==> src/rx_irq_map.svh <==
/*
 Register indices, field positions and reset values of the receive-port
 interrupt enable block. Assumes inclusion by the package and the design.
*/
`ifndef RX_IRQ_MAP_SVH
`define RX_IRQ_MAP_SVH

// Register indices; byte address is four times the index
`define IDX_EN_HI 8'hD8
`define IDX_EN_LO 8'hD9
`define IDX_STS_HI 8'hDA
`define IDX_STS_LO 8'hDB
`define IDX_CLR_HI 8'hDC
`define IDX_CLR_LO 8'hDD
`define IDX_FLOOR 8'hDE
`define IDX_NONE 8'hFF

// Enable high fields
`define BIT_ENC 2
`define BIT_SEQ 1
`define BIT_CRC 0
// Enable low fields
`define BIT_LEN 6
`define BIT_CNT 5
`define BIT_BUF 4
`define BIT_PAR 2
`define BIT_PASS 1
`define BIT_LOCK 0
// Floor register fields
`define FLOOR_MSB 3
`define FLOOR_LSB 0
`define BIT_FLOOR_EN 4

`define EN_HI_MASK 8'h07
`define EN_LO_USED 8'h77
`define STS1_MASK_HI 8'h03
`define STS2_MASK_HI 8'h04
`define STS1_MASK_LO 8'h07
`define STS2_MASK_LO 8'h70

`define RST_EN 8'h00
`define RST_STS 8'h00
`define RST_FLOOR 4'h8

`endif

==> src/rx_irq_pkg.sv <==
/*
 Types of the receive-port interrupt enable block.
 Assumes the register map header is on the include path.
*/
`include "rx_irq_map.svh"

package rx_irq_pkg;

    typedef struct packed {
        logic encode_error_flag;
        logic ctrl_chan_sequence_flag;
        logic ctrl_chan_crc_flag;
        logic line_length_changed_flag;
        logic line_count_changed_flag;
        logic buffer_overflow_flag;
        logic parity_error_flag;
        logic port_valid_changed_flag;
        logic lock_changed_flag;
    } rx_event_type;

    typedef enum logic [1:0] {
        BUS_IDLE = 2'h0,
        BUS_WRITE = 2'h1,
        BUS_READ = 2'h3,
        BUS_READ_OUT = 2'h2
    } bus_state_type;

    typedef struct packed {
        logic [7:0] index;
    } addr_phase_type;

endpackage : rx_irq_pkg

==> src/rx_port_interrupt_enables.sv <==
/*
 AHB-Lite register slave holding the receive-port interrupt enables,
 sticky status, clear registers and the equalizer floor start value.
 Assumes receive events arrive as one-cycle pulses on hclk, and that the
 status-register read strobes come from logic on the same clock.
*/
// The AHB-Lite register port was left to the implementer.
// What this block does
// - Floor enabled: equalizer starts at floor value
// - Encode error interrupts when its enable set
// - Control-channel sequence error interrupts when enabled
// - Control-channel CRC error interrupts when enabled
// - Line length change interrupts when enabled
// - Line count change interrupts when enabled
// - Receive buffer overflow interrupts when enabled
// - Parity error interrupts when enabled
// - Port valid change interrupts when enabled
// - Lock status change interrupts when enabled
// - Status register read clears its pending conditions
`timescale 1ns/1ps
`include "rx_irq_map.svh"

module rx_port_interrupt_enables (
    input wire logic hclk,
    input wire logic hresetn,
    input wire logic ce,
    input wire logic hsel,
    input wire logic [31:0] haddr,
    input wire logic [1:0] htrans,
    input wire logic hwrite,
    input wire logic [2:0] hsize,
    input wire logic [31:0] hwdata,
    input wire logic hready,
    output logic [31:0] hrdata,
    output logic hreadyout,
    output logic hresp,
    input wire rx_irq_pkg::rx_event_type rx_events,
    input wire logic status_one_read,
    input wire logic status_two_read,
    output logic irq,
    output logic eq_floor_enable,
    output logic [3:0] eq_start_value
);

    rx_irq_pkg::bus_state_type state_ff;
    rx_irq_pkg::addr_phase_type aphase_ff;
    logic [31:0] hrdata_ff;
    logic [7:0] en_hi_ff;
    logic [7:0] en_lo_ff;
    logic [7:0] sts_hi_ff;
    logic [7:0] sts_lo_ff;
    logic [3:0] floor_ff;
    logic floor_en_ff;
    logic [3:0] start_ff;
    logic accept;
    logic wr_en;
    logic [7:0] wr_byte;
    logic [7:0] set_hi;
    logic [7:0] set_lo;
    logic [7:0] clr_hi;
    logic [7:0] clr_lo;
    logic [7:0] nxt_sts_hi;
    logic [7:0] nxt_sts_lo;

    // Full address check so aliases above the map read as unmapped
    function automatic logic [7:0] index_of(input logic [31:0] addr);
        if (addr[31:10] == 22'h0 && addr[1:0] == 2'h0)
        begin
            index_of = addr[9:2];
        end
        else
        begin
            index_of = `IDX_NONE;
        end
    endfunction : index_of

    function automatic logic [7:0] read_mux(input logic [7:0] idx);
        case (idx)
            `IDX_EN_HI: read_mux = en_hi_ff & `EN_HI_MASK;
            `IDX_EN_LO: read_mux = en_lo_ff;
            `IDX_STS_HI: read_mux = sts_hi_ff;
            `IDX_STS_LO: read_mux = sts_lo_ff;
            `IDX_FLOOR: read_mux = {3'h0, floor_en_ff, floor_ff};
            default: read_mux = 8'h00;
        endcase
    endfunction : read_mux

    assign accept = ce && hsel && htrans[1] && hready;
    assign wr_en = ce && (state_ff == rx_irq_pkg::BUS_WRITE);
    assign wr_byte = hwdata[7:0];
    // Reads take one wait state so a write just before is seen
    assign hreadyout = ce && (state_ff != rx_irq_pkg::BUS_READ);
    assign hresp = 1'b0;
    assign hrdata = hrdata_ff;

    always_ff @(posedge hclk or negedge hresetn)
    begin
        if (!hresetn)
        begin
            state_ff <= rx_irq_pkg::BUS_IDLE;
        end
        else if (ce)
        begin
            case (state_ff)
                rx_irq_pkg::BUS_READ: state_ff <= rx_irq_pkg::BUS_READ_OUT;
                default:
                begin
                    if (accept && hwrite)
                    begin
                        state_ff <= rx_irq_pkg::BUS_WRITE;
                    end
                    else if (accept)
                    begin
                        state_ff <= rx_irq_pkg::BUS_READ;
                    end
                    else
                    begin
                        state_ff <= rx_irq_pkg::BUS_IDLE;
                    end
                end
            endcase
        end
    end

    always_ff @(posedge hclk or negedge hresetn)
    begin
        if (!hresetn)
        begin
            aphase_ff <= '0;
        end
        else if (accept)
        begin
            aphase_ff.index <= index_of(haddr);
        end
    end

    always_ff @(posedge hclk or negedge hresetn)
    begin
        if (!hresetn)
        begin
            hrdata_ff <= 32'h0;
        end
        else if (ce && state_ff == rx_irq_pkg::BUS_READ)
        begin
            hrdata_ff <= {24'h0, read_mux(aphase_ff.index)};
        end
    end

    always_ff @(posedge hclk or negedge hresetn)
    begin
        if (!hresetn)
        begin
            en_hi_ff <= `RST_EN;
            en_lo_ff <= `RST_EN;
        end
        else if (wr_en && aphase_ff.index == `IDX_EN_HI)
        begin
            en_hi_ff <= wr_byte & `EN_HI_MASK;
        end
        else if (wr_en && aphase_ff.index == `IDX_EN_LO)
        begin
            en_lo_ff <= wr_byte;
        end
    end

    always_ff @(posedge hclk or negedge hresetn)
    begin
        if (!hresetn)
        begin
            floor_ff <= `RST_FLOOR;
            floor_en_ff <= 1'b0;
        end
        else if (wr_en && aphase_ff.index == `IDX_FLOOR)
        begin
            floor_ff <= wr_byte[`FLOOR_MSB:`FLOOR_LSB];
            floor_en_ff <= wr_byte[`BIT_FLOOR_EN];
        end
    end

    // Starting point handed to the equalizer, zero unless floor is on
    always_ff @(posedge hclk or negedge hresetn)
    begin
        if (!hresetn)
        begin
            start_ff <= 4'h0;
        end
        else if (ce)
        begin
            start_ff <= floor_en_ff ? floor_ff : 4'h0;
        end
    end

    assign eq_floor_enable = floor_en_ff;
    assign eq_start_value = start_ff;

    always_comb
    begin
        set_hi = 8'h00;
        set_lo = 8'h00;
        set_hi[`BIT_ENC] = rx_events.encode_error_flag;
        set_hi[`BIT_SEQ] = rx_events.ctrl_chan_sequence_flag;
        set_hi[`BIT_CRC] = rx_events.ctrl_chan_crc_flag;
        set_lo[`BIT_LEN] = rx_events.line_length_changed_flag;
        set_lo[`BIT_CNT] = rx_events.line_count_changed_flag;
        set_lo[`BIT_BUF] = rx_events.buffer_overflow_flag;
        set_lo[`BIT_PAR] = rx_events.parity_error_flag;
        set_lo[`BIT_PASS] = rx_events.port_valid_changed_flag;
        set_lo[`BIT_LOCK] = rx_events.lock_changed_flag;
        clr_hi = 8'h00;
        clr_lo = 8'h00;
        if (status_one_read)
        begin
            clr_hi = clr_hi | `STS1_MASK_HI;
            clr_lo = clr_lo | `STS1_MASK_LO;
        end
        if (status_two_read)
        begin
            clr_hi = clr_hi | `STS2_MASK_HI;
            clr_lo = clr_lo | `STS2_MASK_LO;
        end
        if (wr_en && aphase_ff.index == `IDX_CLR_HI)
        begin
            clr_hi = clr_hi | wr_byte;
        end
        if (wr_en && aphase_ff.index == `IDX_CLR_LO)
        begin
            clr_lo = clr_lo | wr_byte;
        end
        // A new event in the clearing cycle stays pending
        nxt_sts_hi = ((sts_hi_ff & ~clr_hi) | set_hi) & `EN_HI_MASK;
        nxt_sts_lo = ((sts_lo_ff & ~clr_lo) | set_lo) & `EN_LO_USED;
    end

    always_ff @(posedge hclk or negedge hresetn)
    begin
        if (!hresetn)
        begin
            sts_hi_ff <= `RST_STS;
            sts_lo_ff <= `RST_STS;
        end
        else if (ce)
        begin
            sts_hi_ff <= nxt_sts_hi;
            sts_lo_ff <= nxt_sts_lo;
        end
    end

    // Level output; reserved enable bits never reach it
    assign irq = |(sts_hi_ff & en_hi_ff & `EN_HI_MASK)
        || |(sts_lo_ff & en_lo_ff & `EN_LO_USED);
endmodule : rx_port_interrupt_enables

==> config.mk <==
export PLATFORM = sky130hd
export DESIGN_NAME = rx_port_interrupt_enables
export DESIGN_NICKNAME = d
export VERILOG_FILES = /design/src/rx_irq_pkg.sv /design/src/rx_port_interrupt_enables.sv
export VERILOG_INCLUDE_DIRS = /design/src
export SDC_FILE = /design/constraint.sdc
export NUM_CORES = 1
export LEC_CHECK = 0
export ABC_AREA = 1
export BUFFER_PORTS_ARGS = -buffer_cell sky130_fd_sc_hd__buf_4
export CAP_MARGIN = 10
export CORE_MARGIN = 5
export CORE_UTILIZATION = 40
export CTS_CLUSTER_DIAMETER = 120
export DETAILED_ROUTE_END_ITERATION = 12
export PLACE_DENSITY = 0.73
export SETUP_SLACK_MARGIN = 0.1
export SLEW_MARGIN = 20
export SYNTH_ARGS = -nofsm -noshare
export SYNTH_HDL_FRONTEND = slang
export SYNTH_SLANG_ARGS = --single-unit
==> constraint.sdc <==
create_clock -name hclk -period 1.3 [get_ports hclk]
set_input_delay 0.26 -clock hclk [delete_from_list [all_inputs] [get_ports hclk]]
set_output_delay 0.26 -clock hclk [all_outputs]
set_load 0.005 [all_outputs]
==> flow_summary.toml <==
[logic_synthesis]
syn_inst = 343
ys_ff_latch = 47
synth_warnings = 0
ys_seq_area_frac = 0.443
synth.avg_cell_area_um2 = 7.76
synth_area_um2 = 2660
yosys.cell_types.count = 27

[outcome]
status = "finished, violations left"
violations = "negative setup slack"

[grt]
grt_pass1_vias = 2661
grt_overflow = 0
grt_antenna_before_repair = 0
gr-usage-all-layers = 0.180
grt_pass1_wl_um = 12300
grt_max_degree = 48

[routing]
wl_um = 8050
drc_errors = 0
dr.pass1.iters = 4
drt_iter0_drc = 169
vias_per_cell = 5.10
dr_total_vias = 2739
wl_per_cell_um = 15.0
drtAntennaViolNets = 0

[floorplanning]
dieArea_um2 = 8380
initial_utilization = 0.414
fp.dieW_um = 91.6
top_level_ports = 126
core_area_um2 = 6420
rows = 29
die_y_um = 91.6

[clock_network]
clock_latency_ns = 0.31
h-tree-depth = 2
path_clk_slew_ns = 0.08
cts_buffers = 5
clock_path_buffers = 2
cts.sinks = 47
cts-root-buf = "clkbuf_8"
cts_tree = "done"

[timing]
whs_ns = 0.139
setup_viol = 24
fin_crit_sh = 1.28
hold_viol_final = 0
min_period_ns = 1.66
max_freq_ghz = 0.602
skew_ns = 0.00616
slew_headroom = 0.597
rsz0062_at_grt = "yes"
setup-tns-final_ns = -1.09
setup_slack_ns = -0.362
drv_slew = 0
tightest_slew_ns = 0.605

[critical_path]
slowest_stage = "dfrtp_1"
path_cells = "a22o_1 > a21oi_2 > nand3_2 > buf_6"
crit_arrival_ns = 1.40
max_stage_delay_ns = 0.44
endpoint_kind = "output pin"
critPathTopFamily = "flip-flops"
crit_type = "flip-flop to output pin"
crit_path_start_kind = "flip-flop"
path_max_fanout = 3
crit_buf_inv = 1
cp.required_ns = 1.04

[pwr]
ir_worst_vdd_mv = 0.409
p_per_area_nw_per_um2 = 973
total_power_mw = 3.83
p_leak_nw = 2.08

[finish]
layout_commonest_cell = "nand2_1"
drive_above_1_share = 0.430
final_cells = 537
n_antenna_cell = 0
final_area_um2 = 3940
layout_common_cells = "nand2_1, buf_4, dfrtp_1"
fin_nets = 545
area_delta_synth_final_pct = 48.2

[placement]
place_area_um2 = 3310
dp_cells = 506
io_buffers = 72
place.gp.congestion = 0.884
dpl.hpwl_um = 5170

[job]
maxCapViolations = 0

[min_path]
hp-class = "input port to flip-flop"
-- worst register-to-register path: cells and delay by family, from the launching register on --
kind | cells | cell delay [ns]
buffers and inverters | 3 | 0.28
flip-flops | 1 | 0.40
AND/OR/NAND/NOR | 7 | 0.61
-- synth_stat cells, drive strengths merged --
| cell | count | share of area |
|---|---|---|
| nand2 | 121 | 0.18 |
| nor2 | 40 | 0.086 |
| o31ai | 1 | 0.0047 |
| o21a | 3 | 0.0085 |
| nand3 | 29 | 0.055 |
| dfrtp | 46 | 0.43 |
| a21oi | 4 | 0.0075 |
| buf | 30 | 0.087 |
| inv | 25 | 0.037 |
| nand4 | 4 | 0.0094 |
| clkbuf | 1 | 0.0014 |
| o22ai | 4 | 0.0094 |
| a22o | 2 | 0.0066 |
| o21ai | 28 | 0.057 |
| or2 | 3 | 0.0071 |
| conb | 1 | 0.0014 |
| dfstp | 1 | 0.0099 |
-- final cells by class --
class | count | area (um2)
clock buffer | 7 | 76.3
clock inverter | 1 | 30.0
fill | 522 | 2480
inverter | 25 | 101
multi-input combinational | 267 | 1510
sequential | 47 | 1180
tap | 77 | 96.3
timing repair buffer | 113 | 943
-- per-stage QoR --
| step | setup WS (ns) | util |
|---|---|---|
| after global routing | -0.403 | 0.614 |
| after global placement | -0.0298 | 0.515 |
| after detailed placement | -0.0823 | 0.515 |
| after floorplan | 0.0988 | - |
| final | -0.362 | 0.614 |
| after CTS | -0.277 | 0.595 |
-- report_power, final --
group          switching [mW]  leakage (nW)  total [mW]  internal, mW
Clock                   0.489        0.0524        1.06         0.576
Combinational           0.541          1.47        1.06         0.517
Sequential              0.114         0.560        1.71          1.60
Total                    1.14          2.08        3.83          2.69
-- timing repair --
action	4_1_cts	5_1_grt
buffers inserted	16	4
setup endpoints to repair	35	35
hold buffers	1	0
cloned	3	0
resized for setup	67	29
pin swaps	37	29
endpoints found under the hold margin	46	0
-- routing by layer --
layer / vias up / track usage / wire (um)
li1: 1292 / - / -
met1: 1282 / 0.218 / 3050
met2: 136 / 0.311 / 4060
met3: 29 / 0.0397 / 678
met4: 0 / 0.0704 / 257
met5: - / 0 / 0
-- final timing paths --
| path | slack (ns) | to | start | cells past startpoint |
|---|---|---|---|---|
| setup / recovery | -0.36 | irq | en_lo_ff[4] | 4 |
| hold / removal | 0.14 | sts_hi_ff[1] | rx_events[7] | 3 |
| setup reg to reg | -0.09 | sts_hi_ff[2] | aphase_ff[5] | 10 |
| min in group asynchronous | 0.50 | aphase_ff[6] | hresetn | 2 |
| hold reg to reg | 0.49 | eq_start_value[1] | eq_start_value[1] | 2 |
| max in group asynchronous | 0.36 | state_ff[1] | hresetn | 2 |
-- registers in the layout, summed over array words and instances, names as in the netlist --
signal and count:
en_hi_ff 3, aphase_ff 8, en_lo_ff 8, eq_floor_enable 1
floor_ff 4, hrdata 8, eq_start_value 4, state_ff 2
sts_hi_ff 3, sts_lo_ff 6
-- kinds of logic (layout without fill, tap and decap cells) --
| group | count (synthesis) | count (layout) | synth area share |
|---|---|---|---|
| other | 1 | 25 | 0.00141 |
| AND/OR/NAND/NOR | 197 | 200 | 0.336 |
| AO/OA/AOI/OAI | 42 | 42 | 0.0936 |
| buffers and inverters | 56 | 146 | 0.126 |
| flip-flops | 47 | 47 | 0.443 |
(Power assumes the default switching activity.)
